### src/serdes_regs_pkg.sv
// Shared constants for the link status and converter control register group.
// Assumes an 8-bit register port with a 10-bit register address.
package serdes_regs_pkg;

  // ****************************************************************
  // Widths and counts
  // ****************************************************************
  localparam int ADDR_W     = 10;
  localparam int DATA_W     = 8;
  localparam int LANES      = 16;
  localparam int LANE_SEL_W = 4;
  localparam int SYNTHS     = 4;
  localparam int PHASE_W    = 8;
  localparam int ARR_W      = 8;
  localparam int OFS_W      = 16;

  // ****************************************************************
  // Register offsets
  // ****************************************************************
  localparam logic [ADDR_W-1:0] PHASE_STATUS_OFS  = 10'h239;
  localparam logic [ADDR_W-1:0] SYNTH_STATUS_OFS  = 10'h250;
  localparam logic [ADDR_W-1:0] LINK_RESET_OFS    = 10'h253;
  localparam logic [ADDR_W-1:0] EXT_REF_OFS       = 10'h2b0;
  localparam logic [ADDR_W-1:0] CUR_DOUBLE_OFS    = 10'h2b1;
  localparam logic [ADDR_W-1:0] OFFSET_BLOCK_OFS  = 10'h2cf;
  localparam logic [ADDR_W-1:0] DATAPATH_EN_OFS   = 10'h2e0;

  // ****************************************************************
  // Field positions
  // ****************************************************************
  localparam int LOCK_LIVE_LSB = 4;
  localparam int LOSS_LSB      = 0;
  localparam int CTRL_BIT      = 0;

  // ****************************************************************
  // Reset values
  // ****************************************************************
  localparam logic [DATA_W-1:0] LINK_RESET_RST   = 8'h00;
  localparam logic [DATA_W-1:0] EXT_REF_RST      = 8'h00;
  localparam logic [DATA_W-1:0] CUR_DOUBLE_RST   = 8'h00;
  localparam logic [DATA_W-1:0] OFFSET_BLOCK_RST = 8'h00;
  localparam logic [DATA_W-1:0] DATAPATH_EN_RST  = 8'h00;
  localparam logic [SYNTHS-1:0] LOSS_RST         = 4'h0;
  localparam logic [SYNTHS-1:0] LOCK_SYNC_RST    = 4'h0;
  localparam logic [DATA_W-1:0] RDATA_RST        = 8'h00;
  localparam logic [DATA_W-1:0] UNMAPPED_RDATA   = 8'h00;
  localparam logic [OFS_W-1:0]  OFFSET_RST       = 16'h0000;
  localparam logic [ARR_W-1:0]  ARRIVAL_RST      = 8'h00;

endpackage

### src/offset_if.sv
// Interface between the register group and the converter offset release stage.
// Assumes both ends run on the same clock and reset.
`timescale 1ns/1ps
interface offset_if;
  logic                               hold;
  logic [serdes_regs_pkg::OFS_W-1:0]  pending_a;
  logic [serdes_regs_pkg::OFS_W-1:0]  pending_b;
  logic [serdes_regs_pkg::OFS_W-1:0]  applied_a;
  logic [serdes_regs_pkg::OFS_W-1:0]  applied_b;

  modport ctrl  (output hold, output pending_a, output pending_b,
                 input applied_a, input applied_b);
  modport apply (input hold, input pending_a, input pending_b,
                 output applied_a, output applied_b);
endinterface

### src/offset_release.sv
// Holds the offsets used by both converters and releases pending values together.
// Assumes pending offsets come from registers on the same clock.
`timescale 1ns/1ps
module offset_release (
  input  wire logic   sys_clk,
  input  wire logic   reset_n,
  offset_if.apply     ofs
);

  // ****************************************************************
  // State
  // ****************************************************************
  typedef struct packed {
    logic [serdes_regs_pkg::OFS_W-1:0] applied_a;
    logic [serdes_regs_pkg::OFS_W-1:0] applied_b;
  } rel_state_t;

  rel_state_t rel_ff;
  rel_state_t nxt_rel;

  // Both offsets load from one enable, so a release can never split across cycles.
  always_comb begin
    nxt_rel = rel_ff;
    if (!ofs.hold) begin
      nxt_rel.applied_a = ofs.pending_a;
      nxt_rel.applied_b = ofs.pending_b;
    end
  end

  always_ff @(posedge sys_clk or negedge reset_n) begin
    if (!reset_n) begin
      rel_ff <= '{applied_a: serdes_regs_pkg::OFFSET_RST, applied_b: serdes_regs_pkg::OFFSET_RST};
    end else begin
      rel_ff <= nxt_rel;
    end
  end

  assign ofs.applied_a = rel_ff.applied_a;
  assign ofs.applied_b = rel_ff.applied_b;
endmodule

### src/serdes_status_dac_ctrl_regs.sv
// Link status and converter control register group on the configuration port.
// Assumes phase, lane select, arrival and offset inputs come from same-clock logic;
// the synthesizer lock inputs are asynchronous and are synchronised here.
//
// What this block does
// Phase register returns selected lane phase.
// Phase value is presented Gray coded.
// Software may freeze recovery before reading phase.
// Status bits 7-4 show live synthesizer lock.
// Loss bit sets whenever its lock is low.
// Loss bits map to groups of four lanes.
// Loss bits sticky; write one clears them.
// Link hold keeps digital link logic reset.
// Software holds link before enable, releases later.
// Arrival values captured on first release only.
// Reference select picks the external voltage reference.
// Current double bit doubles output current.
// Offset hold blocks offset updates to converters.
// Hold release applies both offsets together.
// Datapath run bit releases datapath reset.
// Reserved control bits store and read back.
`timescale 1ns/1ps
module serdes_status_dac_ctrl_regs (
  input  wire logic                                               sys_clk,
  input  wire logic                                               reset_n,
  input  wire logic [serdes_regs_pkg::ADDR_W-1:0]                 cfg_addr,
  input  wire logic                                               cfg_wr_en,
  input  wire logic                                               cfg_rd_en,
  input  wire logic [serdes_regs_pkg::DATA_W-1:0]                 cfg_wdata,
  output logic      [serdes_regs_pkg::DATA_W-1:0]                 cfg_rdata,
  input  wire logic [serdes_regs_pkg::LANE_SEL_W-1:0]             lane_select,
  input  wire logic [serdes_regs_pkg::LANES*serdes_regs_pkg::PHASE_W-1:0] lane_phase_bin,
  input  wire logic [serdes_regs_pkg::SYNTHS-1:0]                 synth_lock_live,
  input  wire logic                                               eb_release_attempt,
  input  wire logic [serdes_regs_pkg::LANES*serdes_regs_pkg::ARR_W-1:0] lane_arrival_in,
  output logic      [serdes_regs_pkg::LANES*serdes_regs_pkg::ARR_W-1:0] lane_arrival_capture,
  output logic                                                    link_reset_n,
  output logic                                                    external_vref_select,
  output logic                                                    output_current_double,
  output logic                                                    datapath_reset_n,
  input  wire logic [serdes_regs_pkg::OFS_W-1:0]                  offset_pending_a,
  input  wire logic [serdes_regs_pkg::OFS_W-1:0]                  offset_pending_b,
  output logic      [serdes_regs_pkg::OFS_W-1:0]                  offset_applied_a,
  output logic      [serdes_regs_pkg::OFS_W-1:0]                  offset_applied_b
);

  // ****************************************************************
  // State
  // ****************************************************************
  typedef struct packed {
    logic [serdes_regs_pkg::SYNTHS-1:0]                       lock_meta;
    logic [serdes_regs_pkg::SYNTHS-1:0]                       lock_sync;
    logic [serdes_regs_pkg::SYNTHS-1:0]                       loss_sticky;
    logic [serdes_regs_pkg::DATA_W-1:0]                       link_reset;
    logic [serdes_regs_pkg::DATA_W-1:0]                       ext_ref;
    logic [serdes_regs_pkg::DATA_W-1:0]                       cur_double;
    logic [serdes_regs_pkg::DATA_W-1:0]                       offset_block;
    logic [serdes_regs_pkg::DATA_W-1:0]                       datapath_en;
    logic [serdes_regs_pkg::DATA_W-1:0]                       rdata;
    logic                                                     arrival_done;
    logic [serdes_regs_pkg::LANES*serdes_regs_pkg::ARR_W-1:0] arrival;
  } reg_state_t;

  localparam reg_state_t STATE_RST = '{
    lock_meta:    serdes_regs_pkg::LOCK_SYNC_RST,
    lock_sync:    serdes_regs_pkg::LOCK_SYNC_RST,
    loss_sticky:  serdes_regs_pkg::LOSS_RST,
    link_reset:   serdes_regs_pkg::LINK_RESET_RST,
    ext_ref:      serdes_regs_pkg::EXT_REF_RST,
    cur_double:   serdes_regs_pkg::CUR_DOUBLE_RST,
    offset_block: serdes_regs_pkg::OFFSET_BLOCK_RST,
    datapath_en:  serdes_regs_pkg::DATAPATH_EN_RST,
    rdata:        serdes_regs_pkg::RDATA_RST,
    arrival_done: 1'b0,
    arrival:      {serdes_regs_pkg::LANES{serdes_regs_pkg::ARRIVAL_RST}}
  };

  reg_state_t                           st_ff;
  reg_state_t                           nxt_st;
  logic [serdes_regs_pkg::PHASE_W-1:0]  phase_bin_sel;
  logic [serdes_regs_pkg::PHASE_W-1:0]  phase_gray;
  logic [serdes_regs_pkg::SYNTHS-1:0]   loss_clear;
  logic                                 wr_status;

  // ****************************************************************
  // Phase selection
  // ****************************************************************
  // Gray coding is done on the selected word only, so a read during tracking sees
  // at most one changing bit instead of a torn binary value.
  always_comb begin
    phase_bin_sel = lane_phase_bin[lane_select*serdes_regs_pkg::PHASE_W +:
                                   serdes_regs_pkg::PHASE_W];
    phase_gray    = phase_bin_sel ^ (phase_bin_sel >> 1);
  end

  assign wr_status  = cfg_wr_en && (cfg_addr == serdes_regs_pkg::SYNTH_STATUS_OFS);
  assign loss_clear = wr_status ? cfg_wdata[serdes_regs_pkg::LOSS_LSB +: serdes_regs_pkg::SYNTHS]
                                : serdes_regs_pkg::LOSS_RST;

  // ****************************************************************
  // Next state
  // ****************************************************************
  always_comb begin
    nxt_st = st_ff;
    // Lock inputs come from the synthesizer macros on their own timing.
    nxt_st.lock_meta = synth_lock_live;
    nxt_st.lock_sync = st_ff.lock_meta;
    // A lock drop in the clearing cycle keeps the bit set.
    nxt_st.loss_sticky = (st_ff.loss_sticky & ~loss_clear) | ~st_ff.lock_sync;

    if (cfg_wr_en) begin
      case (cfg_addr)
        serdes_regs_pkg::LINK_RESET_OFS:   nxt_st.link_reset   = cfg_wdata;
        serdes_regs_pkg::EXT_REF_OFS:      nxt_st.ext_ref      = cfg_wdata;
        serdes_regs_pkg::CUR_DOUBLE_OFS:   nxt_st.cur_double   = cfg_wdata;
        serdes_regs_pkg::OFFSET_BLOCK_OFS: nxt_st.offset_block = cfg_wdata;
        serdes_regs_pkg::DATAPATH_EN_OFS:  nxt_st.datapath_en  = cfg_wdata;
        default: begin
        end
      endcase
    end

    if (cfg_rd_en) begin
      case (cfg_addr)
        serdes_regs_pkg::PHASE_STATUS_OFS: nxt_st.rdata = phase_gray;
        serdes_regs_pkg::SYNTH_STATUS_OFS: nxt_st.rdata = {st_ff.lock_sync, st_ff.loss_sticky};
        serdes_regs_pkg::LINK_RESET_OFS:   nxt_st.rdata = st_ff.link_reset;
        serdes_regs_pkg::EXT_REF_OFS:      nxt_st.rdata = st_ff.ext_ref;
        serdes_regs_pkg::CUR_DOUBLE_OFS:   nxt_st.rdata = st_ff.cur_double;
        serdes_regs_pkg::OFFSET_BLOCK_OFS: nxt_st.rdata = st_ff.offset_block;
        serdes_regs_pkg::DATAPATH_EN_OFS:  nxt_st.rdata = st_ff.datapath_en;
        default:                           nxt_st.rdata = serdes_regs_pkg::UNMAPPED_RDATA;
      endcase
    end

    // Holding the link digital logic re-arms the one-shot arrival capture.
    if (st_ff.link_reset[serdes_regs_pkg::CTRL_BIT]) begin
      nxt_st.arrival_done = 1'b0;
    end else if (eb_release_attempt && !st_ff.arrival_done) begin
      nxt_st.arrival_done = 1'b1;
      nxt_st.arrival      = lane_arrival_in;
    end
  end

  always_ff @(posedge sys_clk or negedge reset_n) begin
    if (!reset_n) begin
      st_ff <= STATE_RST;
    end else begin
      st_ff <= nxt_st;
    end
  end

  // ****************************************************************
  // Outputs
  // ****************************************************************
  assign cfg_rdata             = st_ff.rdata;
  assign lane_arrival_capture  = st_ff.arrival;
  assign link_reset_n          = ~st_ff.link_reset[serdes_regs_pkg::CTRL_BIT];
  assign external_vref_select  = st_ff.ext_ref[serdes_regs_pkg::CTRL_BIT];
  assign output_current_double = st_ff.cur_double[serdes_regs_pkg::CTRL_BIT];
  assign datapath_reset_n      = st_ff.datapath_en[serdes_regs_pkg::CTRL_BIT];

  offset_if ofs_bus ();

  assign ofs_bus.hold      = st_ff.offset_block[serdes_regs_pkg::CTRL_BIT];
  assign ofs_bus.pending_a = offset_pending_a;
  assign ofs_bus.pending_b = offset_pending_b;
  assign offset_applied_a  = ofs_bus.applied_a;
  assign offset_applied_b  = ofs_bus.applied_b;

  offset_release u_offset_release (
    .sys_clk (sys_clk),
    .reset_n (reset_n),
    .ofs     (ofs_bus.apply)
  );
endmodule

### config.mk
export PLATFORM = sky130hd
export DESIGN_NAME = serdes_status_dac_ctrl_regs
export DESIGN_NICKNAME = d
export VERILOG_FILES = /design/src/serdes_regs_pkg.sv /design/src/offset_if.sv /design/src/offset_release.sv /design/src/serdes_status_dac_ctrl_regs.sv
export SDC_FILE = /design/constraint.sdc
export NUM_CORES = 1
export LEC_CHECK = 0
export BUFFER_PORTS_ARGS = -buffer_cell sky130_fd_sc_hd__buf_2
export CAP_MARGIN = 10
export CORE_AREA = 2 2 190 192
export CTS_BUF_LIST = sky130_fd_sc_hd__clkbuf_4 sky130_fd_sc_hd__clkbuf_8
export DETAILED_ROUTE_END_ITERATION = 12
export DIE_AREA = 0 0 192 194
export SLEW_MARGIN = 0
export SYNTH_ARGS = -nofsm -noshare
export SYNTH_HDL_FRONTEND = slang
export SYNTH_SLANG_ARGS = --single-unit
### constraint.sdc
create_clock -name sys_clk -period 1.53 [get_ports sys_clk]
set_input_delay 0 -clock sys_clk [delete_from_list [all_inputs] [get_ports sys_clk]]
set_output_delay 0 -clock sys_clk [all_outputs]
set_load 0.05 [all_outputs]
==> results_dict.tcl <==
set metrics [dict create \
    status "finished, violations left" \
    violations "setup timing" \
    worstSetupPathType "reg -> reg" \
    synthesis.nets 1117 \
    hold_slack_ps 68.1 \
    cp-end-kind "flip-flop" \
    max_freq_mhz 633 \
    worst_pin_slew_ps 762 \
    num_rows 69 \
    synth_warnings 0 \
    ys_top_cells_by_count "dfrtp_1 (221), mux2_2 (184), buf_4 (140), nand2_1 (28), buf_2 (21)" \
    leakagePower_nw 8.17 \
    r2r-start "st_ff[169]$_DFFE_PN0P_" \
    worstPathArrival_ps 2030 \
    wl_mm 36.0 \
    worstReg2RegEnd "lane_arrival_capture[6]$_DFFE_PN0P_" \
    clkTransAtPathRegs_ps 60 \
    post_drt_wl_per_cell_um 19.0 \
    timing.slew.headroom_pct 49.1 \
    p_per_area_mw_per_mm2 1250 \
    netlist_area_mm2 0.0110 \
    grt_setup_unrepaired "yes" \
    start_util_pct 31.2 \
    clock_latency_ps 570 \
    min_period_over_period_pct 103 \
    coreArea_mm2 0.0352 \
    path_max_fanout 12 \
    min_path_cells 2 \
    finalSetupViolations 57 \
    ios 491 \
    yosysUniqueCellTypes 52 \
    ys_ff_latch 221 \
    fin_skew_ps 10.9 \
    dp.cells 1640 \
    ys_top_cells_by_area "dfrtp_1 (50%), mux2_2 (19%), buf_4 (9.6%), mux4_1 (4.5%), mux4_2 (2.7%)" \
    ff2ff_path_depth 5 \
    cap_violations 0 \
    peakVddDrop_v 0.00123 \
    drtIter0Drc 275 \
    overflow 0 \
    grt_pass1_wl_mm 50.7 \
    ys_seq_area_share_pct 50.4 \
    yosys.area.top_type "dfrtp_1" \
    grt_pass1_vias 9227 \
    syn_avg_cell_area_um2 13.8 \
    via_per_inst 4.62 \
    cp-start-kind "flip-flop" \
    grt_max_degree 49 \
    reg2reg_slack_ps -50 \
    nNetsFinal 1727 \
    drc 0 \
    fin_cells 1900 \
    antenna_found_initial 0 \
    synth_most_common_cell "dfrtp_1" \
    crit_required_ps 1980 \
    fin_tns_setup_ps -835 \
    netlist_instances 798 \
    area_growth_pct 52.4 \
    synth_ff_type "dfrtp_1" \
    cts_tree "yes" \
    hpwl_mm 24.3 \
    vias 8779 \
    synth_edf_count 0 \
    drive_gt1_share_pct 60.0 \
    dieArea_mm2 0.0372 \
    clock-sinks 221 \
    hold_start "synth_lock_live[3]" \
    die_h_um 194 \
    clockRootBuffer "clkbuf_8" \
    period_minus_slack_ps 1580 \
    whs_endpoint "nxt_st[184]$_DFF_PN0_" \
    numCtsBuffers 41 \
    finalHoldViolCount 0 \
    die_width_um 192 \
    cts_buffer_depth 3 \
    hold_class "in -> reg" \
    gp_congestion 0.856 \
    report.final.slew_viol_count 0 \
    async_flop_share_pct 100 \
    synth_top_area_share_pct 50.4 \
    dr.pass1.iters 4 \
    drtAntennaViolNets 0 \
    port_buffers 490 \
    h-tree-depth 2 \
    setup_ws_ps -50.3 \
    track_usage_pct 17.6 \
]
-- per-layer routing --
metal	part of all wire [%]	track usage [%]	vias up	wire length (µm)
met5	0	0	-	0
met4	3.2	7.83	0	1150
met3	7.0	4.34	83	2520
met2	50	30.4	362	18000
met1	40	20.5	4350	14300
li1	-	-	3984	-
-- how the worst max path moves through the flow --
| stage | cells after the start | slack, ps | to | from |
|---|---|---|---|---|
| 6_report | 5 | -50 | lane_arrival_capture[6]$_DFFE_PN0P_ | st_ff[169]$_DFFE_PN0P_ |
| 5_1_grt | 5 | -90 | lane_arrival_capture[6]$_DFFE_PN0P_ | st_ff[169]$_DFFE_PN0P_ |
| 4_1_cts | 4 | -50 | lane_arrival_capture[98]$_DFFE_PN0P_ | st_ff[128]$_DFFE_PN0P_ |
| 3_5_place_dp | 8 | -220 | cfg_rdata[4]$_DFFE_PN0P_ | lane_select[0] |
| 3_3_place_gp | 8 | -200 | cfg_rdata[1]$_DFFE_PN0P_ | lane_select[0] |
| 2_1_floorplan | 4 | -8 | lane_arrival_capture[107]$_DFFE_PN0P_ | st_ff[169]$_DFFE_PN0P_ |
-- area by class of cell --
class / count / area [µm²]
Fill cell: 3144 / 18500
Clock inverter: 9 / 78.8
Sequential cell: 221 / 5530
Tap cell: 461 / 577
Inverter: 10 / 37.5
Multi-Input combinational cell: 388 / 4500
Antenna cell: 1 / 2.50
Timing Repair Buffer: 746 / 5200
Clock buffer: 64 / 793
-- power breakdown --
group / internal, mW / total [mW] / switching (mW) / leakage, nW
clock: 3.47 / 5.99 / 2.52 / 0.462
combinational: 2.62 / 7.56 / 4.94 / 4.97
sequential: 6.84 / 7.40 / 0.561 / 2.74
total: 12.9 / 20.9 / 8.02 / 8.17
-- through the flow --
step | worst slack, ps | utilization (%) | instance area, µm² | power [mW]
after detailed placement | -222 | 38.1 | 13400 | 14.1
after global placement | -197 | 38.1 | 13400 | 14.1
after floorplan | -8.02 | - | 11000 | 13.5
final | -50.3 | 47.5 | 16700 | 20.9
after global routing | -88.4 | 47.5 | 16700 | 21.9
after CTS | -46.0 | 46.0 | 16200 | 20.6
-- kinds of logic after synthesis --
| logic type | after synthesis | synth area share (%) |
|---|---|---|
| flops | 221 | 50.4 |
| mux | 220 | 26.6 |
| buf+inv | 189 | 12.3 |
| simple gates | 89 | 5.36 |
| compound gates | 72 | 4.80 |
| xor+xnor | 7 | 0.559 |
-- placed cells by master, fill, tap and decap left out, types with 3 or more instances in the layout --
cell / netlist / layout
nand3b_1: 4 / 4
mux2_4: 4 / 92
nor2_1: 6 / 6
nor2b_1: 3 / 3
buf_6: 4 / 5
o21ai_0: 19 / 16
inv_1: 10 / 10
clkinv_2: 0 / 5
buf_12: 2 / 12
o221ai_1: 7 / 6
nand3_1: 5 / 5
xnor2_1: 7 / 7
a221oi_2: 0 / 3
buf_4: 140 / 51
a21oi_1: 7 / 7
nand2_1: 28 / 28
mux4_2: 13 / 13
dlygate4sd3_1: 0 / 177
clkbuf_8: 0 / 50
dfrtp_1: 221 / 221
clkbuf_4: 0 / 14
mux4_1: 19 / 19
clkbuf_16: 0 / 4
buf_16: 0 / 6
a22oi_1: 19 / 19
mux2_2: 184 / 96
a22o_1: 6 / 6
nand2b_1: 9 / 9
o22ai_1: 3 / 3
buf_8: 0 / 3
and2_1: 3 / 3
and3_1: 3 / 3
and4b_1: 5 / 5
buf_2: 21 / 488
-- worst max-delay path, stage by stage (launching register included) --
cell and delay, ps:
dfrtp_1 410, nor3b_4 200, buf_6 140, buf_12 160
clkbuf_16 190, mux2_2 360
-- state kept, by name (all words and copies together) (netlist names), 4 cells and up --
signal	cells
lane_arrival_capture	128
u_offset_release.ofs.applied_a	16
st_ff	45
cfg_rdata	8
nxt_st	4
u_offset_release.ofs.applied_b	16
-- repair_timing --
action                                  in CTS  in global routing
hold buffers                               176                  1
cloned                                       2                  4
endpoints found under the hold margin      438                  1
endpoints found under the setup margin     126                130
gates resized for setup                     17                104
setup buffers                                3                  1
pin swaps                                    3                  4
Power figures use the tool's default switching activity.
